### src/hw/usrr_pkg.sv
// Package of shared constants and types for the setup request register block.
package usrr_pkg;

    // ****************************************************************
    // Register map
    // ****************************************************************
    // Register indices as printed; the byte address is four times the index.
    localparam int USRR_ADDR_W = 10;
    localparam logic [7:0] USRR_IDX_CODE_TYPE = 8'h54;
    localparam logic [7:0] USRR_IDX_VALUE = 8'h56;
    localparam logic [7:0] USRR_IDX_INDEX = 8'h58;
    localparam logic [7:0] USRR_IDX_CTRL = 8'h5a;
    localparam logic [7:0] USRR_IDX_STAT = 8'h5c;
    localparam logic [9:0] USRR_ADDR_CODE_TYPE = {USRR_IDX_CODE_TYPE, 2'h0};
    localparam logic [9:0] USRR_ADDR_VALUE = {USRR_IDX_VALUE, 2'h0};
    localparam logic [9:0] USRR_ADDR_INDEX = {USRR_IDX_INDEX, 2'h0};
    localparam logic [9:0] USRR_ADDR_CTRL = {USRR_IDX_CTRL, 2'h0};
    localparam logic [9:0] USRR_ADDR_STAT = {USRR_IDX_STAT, 2'h0};

    // ****************************************************************
    // Field positions and reset values
    // ****************************************************************
    localparam int USRR_CODE_LSB = 8;
    localparam int USRR_TYPE_LSB = 0;
    localparam int USRR_CTRL_HOST_BIT = 0;
    localparam int USRR_CTRL_SEND_BIT = 1;
    localparam int USRR_STAT_RX_BIT = 0;
    localparam int USRR_STAT_DONE_BIT = 1;
    localparam logic [15:0] USRR_RST_CODE_TYPE = 16'h0000;
    localparam logic [15:0] USRR_RST_VALUE = 16'h0000;
    localparam logic [15:0] USRR_RST_INDEX = 16'h0000;
    localparam logic [1:0] USRR_RESP_OKAY = 2'h0;
    localparam logic [1:0] USRR_RESP_SLVERR = 2'h2;

    // ****************************************************************
    // Types and helpers
    // ****************************************************************
    typedef enum logic [1:0] {
        USRR_L_IDLE = 2'h0,
        USRR_L_START = 2'h1,
        USRR_L_WAIT = 2'h3
    } usrr_launch_e;

    // Merges a bus word into a 16-bit register under its two low byte enables.
    function automatic logic [15:0] usrr_merge(input logic [15:0] old, input logic [31:0] data,
                                               input logic [3:0] strb);
        logic [15:0] res;
        res = old;
        if (strb[0])
            res[7:0] = data[7:0];
        if (strb[1])
            res[15:8] = data[15:8];
        return res;
    endfunction

endpackage

### src/hw/usrr_regbus_if.sv
// Interface that carries register accesses from the bus slave to the register file.
`timescale 1ns/1ps
interface usrr_regbus_if #(parameter int AW = 10);
    logic wr_en;
    logic [AW-1:0] wr_addr;
    logic [31:0] wr_data;
    logic [3:0] wr_strb;
    logic wr_hit;
    logic [AW-1:0] rd_addr;
    logic [31:0] rd_data;
    logic rd_hit;

    modport slave (output wr_en, wr_addr, wr_data, wr_strb, rd_addr,
                   input wr_hit, rd_data, rd_hit);
    modport regs (input wr_en, wr_addr, wr_data, wr_strb, rd_addr,
                  output wr_hit, rd_data, rd_hit);
endinterface

### src/hw/usrr_axil_slave.sv
// AXI4-Lite slave that turns bus transfers into single-cycle register accesses.
`timescale 1ns/1ps
module usrr_axil_slave
    import usrr_pkg::*;
(
    input wire logic aclk,
    input wire logic aresetn,
    input wire logic [USRR_ADDR_W-1:0] s_axi_awaddr,
    input wire logic s_axi_awvalid,
    output logic s_axi_awready,
    input wire logic [31:0] s_axi_wdata,
    input wire logic [3:0] s_axi_wstrb,
    input wire logic s_axi_wvalid,
    output logic s_axi_wready,
    output logic [1:0] s_axi_bresp,
    output logic s_axi_bvalid,
    input wire logic s_axi_bready,
    input wire logic [USRR_ADDR_W-1:0] s_axi_araddr,
    input wire logic s_axi_arvalid,
    output logic s_axi_arready,
    output logic [31:0] s_axi_rdata,
    output logic [1:0] s_axi_rresp,
    output logic s_axi_rvalid,
    input wire logic s_axi_rready,
    usrr_regbus_if.slave bus
);

    logic wr_fire;
    logic [USRR_ADDR_W-1:0] awaddr_q;
    logic [31:0] wdata_q;
    logic [3:0] wstrb_q;

    // The write fires once both address and data are held and no response is pending.
    assign wr_fire = !s_axi_awready && !s_axi_wready && !s_axi_bvalid;
    assign bus.wr_en = wr_fire;
    assign bus.wr_addr = awaddr_q;
    assign bus.wr_data = wdata_q;
    assign bus.wr_strb = wstrb_q;
    assign bus.rd_addr = s_axi_araddr;

    // Write address and data channels are taken independently, in either order.
    always_ff @(posedge aclk)
    begin
        if (!aresetn)
        begin
            s_axi_awready <= 1'b1;
            s_axi_wready <= 1'b1;
            awaddr_q <= '0;
            wdata_q <= 32'h0000_0000;
            wstrb_q <= 4'h0;
        end
        else
        begin
            if (s_axi_awvalid && s_axi_awready)
            begin
                s_axi_awready <= 1'b0;
                awaddr_q <= s_axi_awaddr;
            end
            if (s_axi_wvalid && s_axi_wready)
            begin
                s_axi_wready <= 1'b0;
                wdata_q <= s_axi_wdata;
                wstrb_q <= s_axi_wstrb;
            end
            if (s_axi_bvalid && s_axi_bready)
            begin
                s_axi_awready <= 1'b1;
                s_axi_wready <= 1'b1;
            end
        end
    end

    // Write response follows the register access by one cycle.
    always_ff @(posedge aclk)
    begin
        if (!aresetn)
        begin
            s_axi_bvalid <= 1'b0;
            s_axi_bresp <= USRR_RESP_OKAY;
        end
        else if (wr_fire)
        begin
            s_axi_bvalid <= 1'b1;
            s_axi_bresp <= bus.wr_hit ? USRR_RESP_OKAY : USRR_RESP_SLVERR;
        end
        else if (s_axi_bready)
            s_axi_bvalid <= 1'b0;
    end

    // Read data is sampled at the address handshake and held until taken.
    always_ff @(posedge aclk)
    begin
        if (!aresetn)
        begin
            s_axi_arready <= 1'b1;
            s_axi_rvalid <= 1'b0;
            s_axi_rdata <= 32'h0000_0000;
            s_axi_rresp <= USRR_RESP_OKAY;
        end
        else if (s_axi_arvalid && s_axi_arready)
        begin
            s_axi_arready <= 1'b0;
            s_axi_rvalid <= 1'b1;
            s_axi_rdata <= bus.rd_data;
            s_axi_rresp <= bus.rd_hit ? USRR_RESP_OKAY : USRR_RESP_SLVERR;
        end
        else if (s_axi_rvalid && s_axi_rready)
        begin
            s_axi_arready <= 1'b1;
            s_axi_rvalid <= 1'b0;
        end
    end

endmodule

### src/hw/usrr_launch.sv
// Sequencer that launches an outgoing setup transaction and tracks it to completion.
`timescale 1ns/1ps
module usrr_launch
    import usrr_pkg::*;
(
    input wire logic aclk,
    input wire logic aresetn,
    input wire logic go,
    input wire logic tx_done,
    output logic busy_q,
    output logic start_q,
    output logic done_q
);

    usrr_launch_e state_q;

    // Idle, a one-cycle start pulse, then wait for the engine to finish.
    always_ff @(posedge aclk)
    begin
        if (!aresetn)
            state_q <= USRR_L_IDLE;
        else
        begin
            case (state_q)
                USRR_L_IDLE:
                    if (go)
                        state_q <= USRR_L_START;
                USRR_L_START:
                    state_q <= USRR_L_WAIT;
                USRR_L_WAIT:
                    if (tx_done)
                        state_q <= USRR_L_IDLE;
                default:
                    state_q <= USRR_L_IDLE;
            endcase
        end
    end

    // Registered outputs derived from the next state.
    always_ff @(posedge aclk)
    begin
        if (!aresetn)
        begin
            busy_q <= 1'b0;
            start_q <= 1'b0;
            done_q <= 1'b0;
        end
        else
        begin
            start_q <= (state_q == USRR_L_IDLE) && go;
            done_q <= (state_q == USRR_L_WAIT) && tx_done;
            if ((state_q == USRR_L_IDLE) && go)
                busy_q <= 1'b1;
            else if ((state_q == USRR_L_WAIT) && tx_done)
                busy_q <= 1'b0;
        end
    end

endmodule

### src/hw/usrr_top.sv
// Setup request registers of a dual-role USB controller with an AXI4-Lite register port.
//
// Register access over AXI4-Lite was decided locally.
`timescale 1ns/1ps
module usrr_top
    import usrr_pkg::*;
(
    input wire logic aclk,
    input wire logic aresetn,
    input wire logic [USRR_ADDR_W-1:0] s_axi_awaddr,
    input wire logic s_axi_awvalid,
    output logic s_axi_awready,
    input wire logic [31:0] s_axi_wdata,
    input wire logic [3:0] s_axi_wstrb,
    input wire logic s_axi_wvalid,
    output logic s_axi_wready,
    output logic [1:0] s_axi_bresp,
    output logic s_axi_bvalid,
    input wire logic s_axi_bready,
    input wire logic [USRR_ADDR_W-1:0] s_axi_araddr,
    input wire logic s_axi_arvalid,
    output logic s_axi_arready,
    output logic [31:0] s_axi_rdata,
    output logic [1:0] s_axi_rresp,
    output logic s_axi_rvalid,
    input wire logic s_axi_rready,
    input wire logic rx_setup_valid,
    input wire logic [63:0] rx_setup_packet,
    input wire logic tx_setup_done,
    output logic tx_setup_start,
    output logic setup_send_request,
    output logic host_role,
    output logic [15:0] tx_code_type,
    output logic [15:0] tx_value,
    output logic [15:0] tx_index
);

    // ****************************************************************
    // Internal signals
    // ****************************************************************
    usrr_regbus_if #(.AW(USRR_ADDR_W)) bus ();

    logic host_role_q;
    logic [15:0] code_type_q;
    logic [15:0] value_q;
    logic [15:0] index_q;
    logic rx_flag_q;
    logic done_flag_q;
    logic send_busy;
    logic send_done;
    logic rx_capture;
    logic field_wr;
    logic ctrl_wr;
    logic stat_wr;
    logic launch_go;

    // ****************************************************************
    // Bus slave
    // ****************************************************************
    // The slave holds every AXI output in a flip-flop.
    usrr_axil_slave u_slave (
        .aclk(aclk),
        .aresetn(aresetn),
        .s_axi_awaddr(s_axi_awaddr),
        .s_axi_awvalid(s_axi_awvalid),
        .s_axi_awready(s_axi_awready),
        .s_axi_wdata(s_axi_wdata),
        .s_axi_wstrb(s_axi_wstrb),
        .s_axi_wvalid(s_axi_wvalid),
        .s_axi_wready(s_axi_wready),
        .s_axi_bresp(s_axi_bresp),
        .s_axi_bvalid(s_axi_bvalid),
        .s_axi_bready(s_axi_bready),
        .s_axi_araddr(s_axi_araddr),
        .s_axi_arvalid(s_axi_arvalid),
        .s_axi_arready(s_axi_arready),
        .s_axi_rdata(s_axi_rdata),
        .s_axi_rresp(s_axi_rresp),
        .s_axi_rvalid(s_axi_rvalid),
        .s_axi_rready(s_axi_rready),
        .bus(bus)
    );

    // ****************************************************************
    // Setup launch sequencer
    // ****************************************************************
    // Its busy flag is the send request bit that software polls.
    usrr_launch u_launch (
        .aclk(aclk),
        .aresetn(aresetn),
        .go(launch_go),
        .tx_done(tx_setup_done),
        .busy_q(send_busy),
        .start_q(tx_setup_start),
        .done_q(send_done)
    );

    // ****************************************************************
    // Access decoding
    // ****************************************************************
    // A received setup is only taken while the controller acts as a peripheral.
    assign rx_capture = rx_setup_valid && !host_role_q;
    // Field writes count only in host role and while no setup is in flight.
    assign field_wr = bus.wr_en && host_role_q && !send_busy;
    assign ctrl_wr = bus.wr_en && (bus.wr_addr == USRR_ADDR_CTRL) && bus.wr_strb[0];
    assign stat_wr = bus.wr_en && (bus.wr_addr == USRR_ADDR_STAT) && bus.wr_strb[0];
    // Writing one to the send bit in host role starts a transaction.
    assign launch_go = ctrl_wr && host_role_q && !send_busy
                       && bus.wr_data[USRR_CTRL_SEND_BIT];

    // Write hit decode for the response code.
    always_comb
    begin
        if (bus.wr_addr == USRR_ADDR_CODE_TYPE)
            bus.wr_hit = 1'b1;
        else if (bus.wr_addr == USRR_ADDR_VALUE)
            bus.wr_hit = 1'b1;
        else if (bus.wr_addr == USRR_ADDR_INDEX)
            bus.wr_hit = 1'b1;
        else if (bus.wr_addr == USRR_ADDR_CTRL)
            bus.wr_hit = 1'b1;
        else if (bus.wr_addr == USRR_ADDR_STAT)
            bus.wr_hit = 1'b1;
        else
            bus.wr_hit = 1'b0;
    end

    // ****************************************************************
    // Request code and type register
    // ****************************************************************
    // Hardware capture in peripheral role; software write only in host role.
    always_ff @(posedge aclk)
    begin
        if (!aresetn)
            code_type_q <= USRR_RST_CODE_TYPE;
        else if (rx_capture)
        begin
            code_type_q[USRR_CODE_LSB +: 8] <= rx_setup_packet[15:8];
            code_type_q[USRR_TYPE_LSB +: 8] <= rx_setup_packet[7:0];
        end
        else if (field_wr && (bus.wr_addr == USRR_ADDR_CODE_TYPE))
            code_type_q <= usrr_merge(code_type_q, bus.wr_data, bus.wr_strb);
    end

    // ****************************************************************
    // Request value register
    // ****************************************************************
    // Low byte of the value travels first on the bus and lands in bits 7-0.
    always_ff @(posedge aclk)
    begin
        if (!aresetn)
            value_q <= USRR_RST_VALUE;
        else if (rx_capture)
            value_q <= rx_setup_packet[31:16];
        else if (field_wr && (bus.wr_addr == USRR_ADDR_VALUE))
            value_q <= usrr_merge(value_q, bus.wr_data, bus.wr_strb);
    end

    // ****************************************************************
    // Request index register
    // ****************************************************************
    // Resets to zero; same role split as the other fields.
    always_ff @(posedge aclk)
    begin
        if (!aresetn)
            index_q <= USRR_RST_INDEX;
        else if (rx_capture)
            index_q <= rx_setup_packet[47:32];
        else if (field_wr && (bus.wr_addr == USRR_ADDR_INDEX))
            index_q <= usrr_merge(index_q, bus.wr_data, bus.wr_strb);
    end

    // ****************************************************************
    // Control and status
    // ****************************************************************
    // The role may not change while a setup is in flight.
    always_ff @(posedge aclk)
    begin
        if (!aresetn)
            host_role_q <= 1'b0;
        else if (ctrl_wr && !send_busy)
            host_role_q <= bus.wr_data[USRR_CTRL_HOST_BIT];
    end

    // Sticky event flags cleared by writing one; a new event beats the clear.
    always_ff @(posedge aclk)
    begin
        if (!aresetn)
        begin
            rx_flag_q <= 1'b0;
            done_flag_q <= 1'b0;
        end
        else
        begin
            if (rx_capture)
                rx_flag_q <= 1'b1;
            else if (stat_wr && bus.wr_data[USRR_STAT_RX_BIT])
                rx_flag_q <= 1'b0;
            if (send_done)
                done_flag_q <= 1'b1;
            else if (stat_wr && bus.wr_data[USRR_STAT_DONE_BIT])
                done_flag_q <= 1'b0;
        end
    end

    // ****************************************************************
    // Read multiplexer
    // ****************************************************************
    // Unused upper bits read as zero; unmapped addresses answer with an error.
    always_comb
    begin
        bus.rd_data = 32'h0000_0000;
        bus.rd_hit = 1'b1;
        if (bus.rd_addr == USRR_ADDR_CODE_TYPE)
            bus.rd_data[15:0] = code_type_q;
        else if (bus.rd_addr == USRR_ADDR_VALUE)
            bus.rd_data[15:0] = value_q;
        else if (bus.rd_addr == USRR_ADDR_INDEX)
            bus.rd_data[15:0] = index_q;
        else if (bus.rd_addr == USRR_ADDR_CTRL)
        begin
            bus.rd_data[USRR_CTRL_HOST_BIT] = host_role_q;
            bus.rd_data[USRR_CTRL_SEND_BIT] = send_busy;
        end
        else if (bus.rd_addr == USRR_ADDR_STAT)
        begin
            bus.rd_data[USRR_STAT_RX_BIT] = rx_flag_q;
            bus.rd_data[USRR_STAT_DONE_BIT] = done_flag_q;
        end
        else
            bus.rd_hit = 1'b0;
    end

    // ****************************************************************
    // Outputs to the transaction engine
    // ****************************************************************
    // The engine reads the fields only while the send bit is set.
    assign setup_send_request = send_busy;
    assign host_role = host_role_q;
    assign tx_code_type = code_type_q;
    assign tx_value = value_q;
    assign tx_index = index_q;

endmodule

### config.mk
export PLATFORM = sky130hd
export DESIGN_NAME = usrr_top
export DESIGN_NICKNAME = d
export VERILOG_FILES = /design/src/hw/usrr_pkg.sv /design/src/hw/usrr_regbus_if.sv /design/src/hw/usrr_axil_slave.sv /design/src/hw/usrr_launch.sv /design/src/hw/usrr_top.sv
export SDC_FILE = /design/constraint.sdc
export NUM_CORES = 1
export LEC_CHECK = 0
export BUFFER_PORTS_ARGS = -buffer_cell sky130_fd_sc_hd__buf_4
export CAP_MARGIN = 20
export CORE_MARGIN = 4
export CORE_UTILIZATION = 40
export DETAILED_ROUTE_END_ITERATION = 8
export GPL_TIMING_DRIVEN = 0
export HOLD_SLACK_MARGIN = 0.15
export PLACE_DENSITY = 0.8
export SYNTH_ARGS = -nofsm -noshare
export SYNTH_HDL_FRONTEND = slang
export SYNTH_SLANG_ARGS = --single-unit
export TNS_END_PERCENT = 5
### constraint.sdc
create_clock -name aclk -period 1.56 [get_ports aclk]
set_input_delay 0.078 -clock aclk [delete_from_list [all_inputs] [get_ports aclk]]
set_output_delay 0.078 -clock aclk [all_outputs]
set_load 0.01 [all_outputs]
======== Word level (Yosys, flattened, before mapping) ========
Cells that the tools add are included.
word-level totals
  ROM bits ................................ 0
  bits in latches ......................... 0
  register bits after elaboration ......... 109
  memory bits (writable) .................. 0
  memories ................................ 0
  word-level logic and storage cells ...... 129
operators by class
  $mul .................................... 0
  $add $sub $neg .......................... 0
  bitwise operators ....................... 1
  magnitude comparators ................... 0
  equal/unequal tests ..................... 14
  divide/modulo/power cells ............... 0
  multiplexer cells ....................... 41
  reduce and logical (&&, ||, !) cells .... 49
  shift operators ......................... 0
operators by type and width
  kind                 number
  $mux 16              8
  $eq 10x9->1 const B  10
  $logic_and 1x1->1    25
  $mux 1               22
  $reduce_bool 2->1    10
  $mux 8               2
  $mux 14              1
  $mux 2               7
  $reduce_and 2->1     7
  $pmux 2 s3           1
  $logic_not 1->1      5
  $eq 2x1->1 const B   1
  $eq 2x2->1 const B   1
  $logic_not 2->1      1
  $ne 2x1->1 const B   1
  $ne 2x2->1 const B   1
  $reduce_or 2->1      1
  $not 1->1            1

======== Depth between registers and ports, before layout ========
  depth after elaboration ................. 10
  depth in mapped cells ................... 6

======== Cells and area by module ========
From an unflattened synthesis, not the netlist that was laid out.
second synthesis, totals
  cells, all modules ...................... 745
  area, all modules ....................... 6,653.9 um^2
modules (own cells, without submodules)
  module           area each (um^2)  instances  cells an instance
  usrr_axil_slave  3,684.8           1          392
  usrr_top         2,792.7           1          336
  usrr_launch      176.4             1          17

======== Worst setup path after synthesis ========
Ideal clock, no wire load.
  path kind ............................... register to register
  start ................................... register host_role_q (netlist: host_role)
  end ..................................... register code_type_q[10] (netlist: tx_code_type[10])
  stages on the path, launching flop included .. 6
  setup time .............................. 0.132 ns
  required time ........................... 1.428 ns
  clock period less this slack ............ 1.622 ns
  slack ................................... -0.062 ns
  arrival time ............................ 1.490 ns
  cell sequence ........................... dfxtp_1 -> nor4bb_1 -> buf_2 -> nand4_2 -> mux2i_1 -> a21oi_1
on the way
  word-level cells in the longest chain between the ends .. 5
RTL lines
  item                             line             RTL
  start: declaration               usrr_top.sv:43   logic host_role_q;
  start signal: assignment         usrr_top.sv:182  host_role_q <= bus.wr_data[USRR_CTRL_HOST_BIT];
  $logic_and 1x1->1 (2 in series)  usrr_top.sv:104  assign field_wr = bus.wr_en && host_role_q && !send_busy;
  $logic_and 1x1->1                usrr_top.sv:141  else if (field_wr && (bus.wr_addr == USRR_ADDR_CODE_TYPE))
  $reduce_bool 2->1 (no line)      n/a
  $reduce_and 2->1 (no line)       n/a
  end signal: indexed assignment   usrr_top.sv:138  code_type_q[USRR_CODE_LSB +: 8] <= rx_setup_packet[15:8];
  end signal: indexed assignment   usrr_top.sv:139  code_type_q[USRR_TYPE_LSB +: 8] <= rx_setup_packet[7:0];
  end signal: assignment           usrr_top.sv:142  code_type_q <= usrr_merge(code_type_q, bus.wr_data, bus.wr_strb);
  end: declaration                 usrr_top.sv:44   logic [15:0] code_type_q;
Several ways; a longest one is shown, not always the timed one.
A chain may end at the register's enable or synchronous reset.

======== Worst setup path after layout ========
  start ................................... register u_slave.awaddr_q[1] (netlist: u_slave.bus.wr_addr[1])
  end ..................................... register index_q[14] (netlist: tx_index[14])
on the way
  word-level cells in the longest chain between the ends .. 4
RTL lines
  item                         line                   RTL
  start: declaration           usrr_axil_slave.sv:29  logic [USRR_ADDR_W-1:0] awaddr_q;
  start signal: assignment     usrr_axil_slave.sv:57  awaddr_q <= s_axi_awaddr;
  $eq 10x9->1                  usrr_top.sv:169        else if (field_wr && (bus.wr_addr == USRR_ADDR_INDEX))
  $logic_and 1x1->1            usrr_top.sv:169
  $reduce_bool 2->1 (no line)  n/a
  $reduce_and 2->1 (no line)   n/a
  end signal: assignment       usrr_top.sv:168        index_q <= rx_setup_packet[47:32];
  end signal: assignment       usrr_top.sv:170        index_q <= usrr_merge(index_q, bus.wr_data, bus.wr_strb);
  end: declaration             usrr_top.sv:46         logic [15:0] index_q;
No other way between the ends.

==> run summary <==
IO buf count: 167
Sinks on Clock Net: 107
Power density over cell area: 866 nW/um^2
Multi-input logic area: 2740 sq um
Synth unique cells: 49
Final Hold Viols: 0
Max Fclk: 596 MHz
Worst-path clk slew: 0.08 ns
Final Max Slew Viols: 0
CORE AREA: 12200 sq um
Synth warn: 0
Die W: 120 um
Max rail drop VDD: 0.555 mV
Pwr Total: 7.00 mW
Area of the die: 14400 sq um
Critical path type: flop to flop
FF/Latch Area: 2170 sq um
Slew @ Worst Pin: 0.675 ns
Share of cells above drive strength 1: 0.334
Static leakage: 3.36 nW
Post-synth ARST share: 0
Total CTS buffers: 9
Initial antenna violation count: 0
Site Rows: 40
Req. time, crit path: 1.86 ns
Synth Flop Type: dfxtp_1
Clk_lat worst skew: 0.36 ns
R2r setup slk: -0.12 ns
Routed WL: 20400 um
Final number of setup-violating endpoints: 30
Final setup skew: 0.00929 ns
Initial Util: 0.413
Critical Path End Type: flop
Total track usage: 0.264
Drt drc: 0
Pre-Repair DR Iteration Count: 6
EDFF count, synth: 0
Syn Inst Count: 598
Class of the worst hold path: input port to flop
Total of max-cap violations: 0
Flops & latches, synth: 107
WP data arrival: 1.97 ns
Detail Route Antenna Nets: 0
Largest net degree at the start of global routing: 18
Final min period: 1.68 ns
Part of the cycle the worst path needs: 1.08
Failing checks: setup timing
H-Tree Depth: 3
DR WL/cell: 19.2 um
Clock buffer depth: 2
Final setup margin: -0.117 ns
Post-Syn Area: 5020 sq um
CTS tree: done
DR vias: 6009
IO Count: 221
DP Wirelength: 13800 um
N_diodes: 0
1st-iter DRT viols: 806
Drt via density: 5.66
Clk root buf: clkbuf_16
Design area: 8090 sq um
Setup repair after global routing missed its margin: yes
Die height: 120 um
Syn avg cell area: 8.39 sq um
Dpl cell area: 6550 sq um
Number of global-route vias before repair: 5701
Outcome: finished with violations
Gpl congestion: 0.921
Final net count: 1018
Startpoint type of the worst setup path: flop
Slew margin rel.: 0.550
Sequential share of the synthesized area: 0.427
Filler Cell Count: 961
Wire length of the first global-routing pass: 30200 um
Crit-path max FO: 5
Grt ovf: 0
Place WS: -0.471 ns
Synthesis-to-layout area growth: 61.1%
[final timing paths]
| check | cells after the start | startpoint | to |
|---|---|---|---|
| worst max-delay path | 5 | u_slave.bus.wr_addr[1]$_SDFFE_PN0P_ | tx_index[14]$_SDFFE_PN0P_ |
| worst max register to register | 5 | u_slave.bus.wr_addr[1]$_SDFFE_PN0P_ | tx_index[14]$_SDFFE_PN0P_ |
| worst min-delay path | 4 | s_axi_araddr[5] | u_slave.s_axi_rresp[1]$_SDFFE_PN0P_ |
| worst min register to register | 1 | u_launch.state_q[0]$_SDFFE_PN0P_ | u_launch.start_q$_SDFF_PN0_ |
[per-layer routing]
| layer | vias up | part of all wire | global-route usage |
|---|---|---|---|
| met1 | 2761 | 0.40 | 0.341 |
| li1 | 2758 | - | - |
| met5 | - | 0 | 0 |
| met2 | 411 | 0.45 | 0.415 |
| met3 | 79 | 0.091 | 0.0429 |
| met4 | 0 | 0.055 | 0.155 |
[cells in the final DEF, fill, tap and decap left out, types with 4 or more instances in the layout]
cell type / instances
buf_4: 199
o21ai_0: 104
dfxtp_1: 97
a21oi_1: 86
dlygate4sd3_1: 81
nand2_1: 68
clkbuf_1: 24
a31oi_1: 21
conb_1: 18
a41oi_1: 16
mux2_2: 16
a22oi_1: 12
clkbuf_2: 9
buf_6: 9
nand3b_1: 9
clkbuf_16: 9
nor2_1: 8
mux2i_1: 8
inv_1: 5
a31oi_2: 5
dfxtp_4: 5
dfxtp_2: 5
nor2b_1: 4
and2_1: 4
nor4b_4: 4
o21ai_1: 4
clkbuf_8: 4
o21ai_2: 4
[power breakdown]
part | internal [mW] | switching (mW)
Combinational | 0.717 | 0.627
Sequential | 2.90 | 0.192
Clock | 1.50 | 1.06
[stage by stage]
stage / TNS [ns] / hold WS (ns) / instances / util
global placement: -17.01 / 0.284 / 950 / 0.538
global route: -5.99 / 0.196 / 1062 / 0.665
CTS: -0.188 / 0.170 / 1052 / 0.645
finish: -1.55 / 0.180 / 1062 / 0.665
floorplan: -0.848 / 0.178 / 615 / -
detailed placement: -19.97 / 0.295 / 950 / 0.538
[cells in the mapped netlist (all sizes together) (2+ instances only)]
library cell,number,area [sq um]
a21oi,89,445
a22oi,15,118
a31oi,27,169
a32o,2,20.0
a32oi,2,17.5
a41oi,16,140
and2,5,31.3
and4,3,26.3
buf,27,209
clkbuf,39,166
dfxtp,107,2140
inv,5,18.8
mux2,16,180
mux2i,8,80.1
nand2,68,255
nand2b,3,18.8
nand3,4,25.0
nand3b,9,67.6
nand4,3,25.0
nor2,8,30.0
nor2b,4,25.0
nor3,4,31.3
nor4b,4,71.3
nor4bb,2,20.0
o21ai,112,561
or3,3,18.8
[cell type report]
class,instances,share of cell area
Buffer,64,0.0500
Clock buffer,11,0.0312
Clock inverter,5,0.0105
Inverter,6,0.00278
Multi-Input combinational cell,436,0.338
Sequential cell,107,0.268
Tap cell,168,0.0260
Timing Repair Buffer,265,0.273
[registers in the layout, summed over array words and instances, names as in the netlist]
register / flops
done_flag_q: 1
host_role: 1
rx_flag_q: 1
tx_code_type: 16
tx_index: 16
tx_value: 16
u_launch.busy_q: 1
u_launch.done_q: 1
u_launch.start_q: 1
u_launch.state_q: 2
u_slave.bus.wr_addr: 10
u_slave.bus.wr_data: 16
u_slave.bus.wr_strb: 2
u_slave.s_axi_arready: 1
u_slave.s_axi_awready: 1
u_slave.s_axi_bresp: 1
u_slave.s_axi_bvalid: 1
u_slave.s_axi_rdata: 16
u_slave.s_axi_rresp: 1
u_slave.s_axi_rvalid: 1
u_slave.s_axi_wready: 1
[kinds of logic (layout without fill, tap and decap cells)]
| family | count (synthesis) | after routing | synth area share |
|---|---|---|---|
| buffers and inverters | 72 | 351 | 0.0793 |
| flip-flops | 107 | 107 | 0.427 |
| AO/OA/AOI/OAI | 266 | 266 | 0.298 |
| other | 1 | 18 | 0.000747 |
| multiplexers | 24 | 24 | 0.0518 |
| AND/OR/NAND/NOR | 128 | 128 | 0.144 |
[timing repair]
item,CTS,global route
hold endpoints to repair,86,0
hold buffers,82,0
setup buffers,6,9
cloned,0,1
pin swaps,11,29
resized for setup,34,53
endpoints found under the setup margin,60,67
[worst max-delay path, cell delays in order (launching register included)]
cell	delay, ns
dfxtp_4	0.37
nor4b_4	0.37
nor4b_4	0.37
buf_4	0.23
a31oi_1	0.11
a21oi_1	0.16
Power figures use the tool's default switching activity.
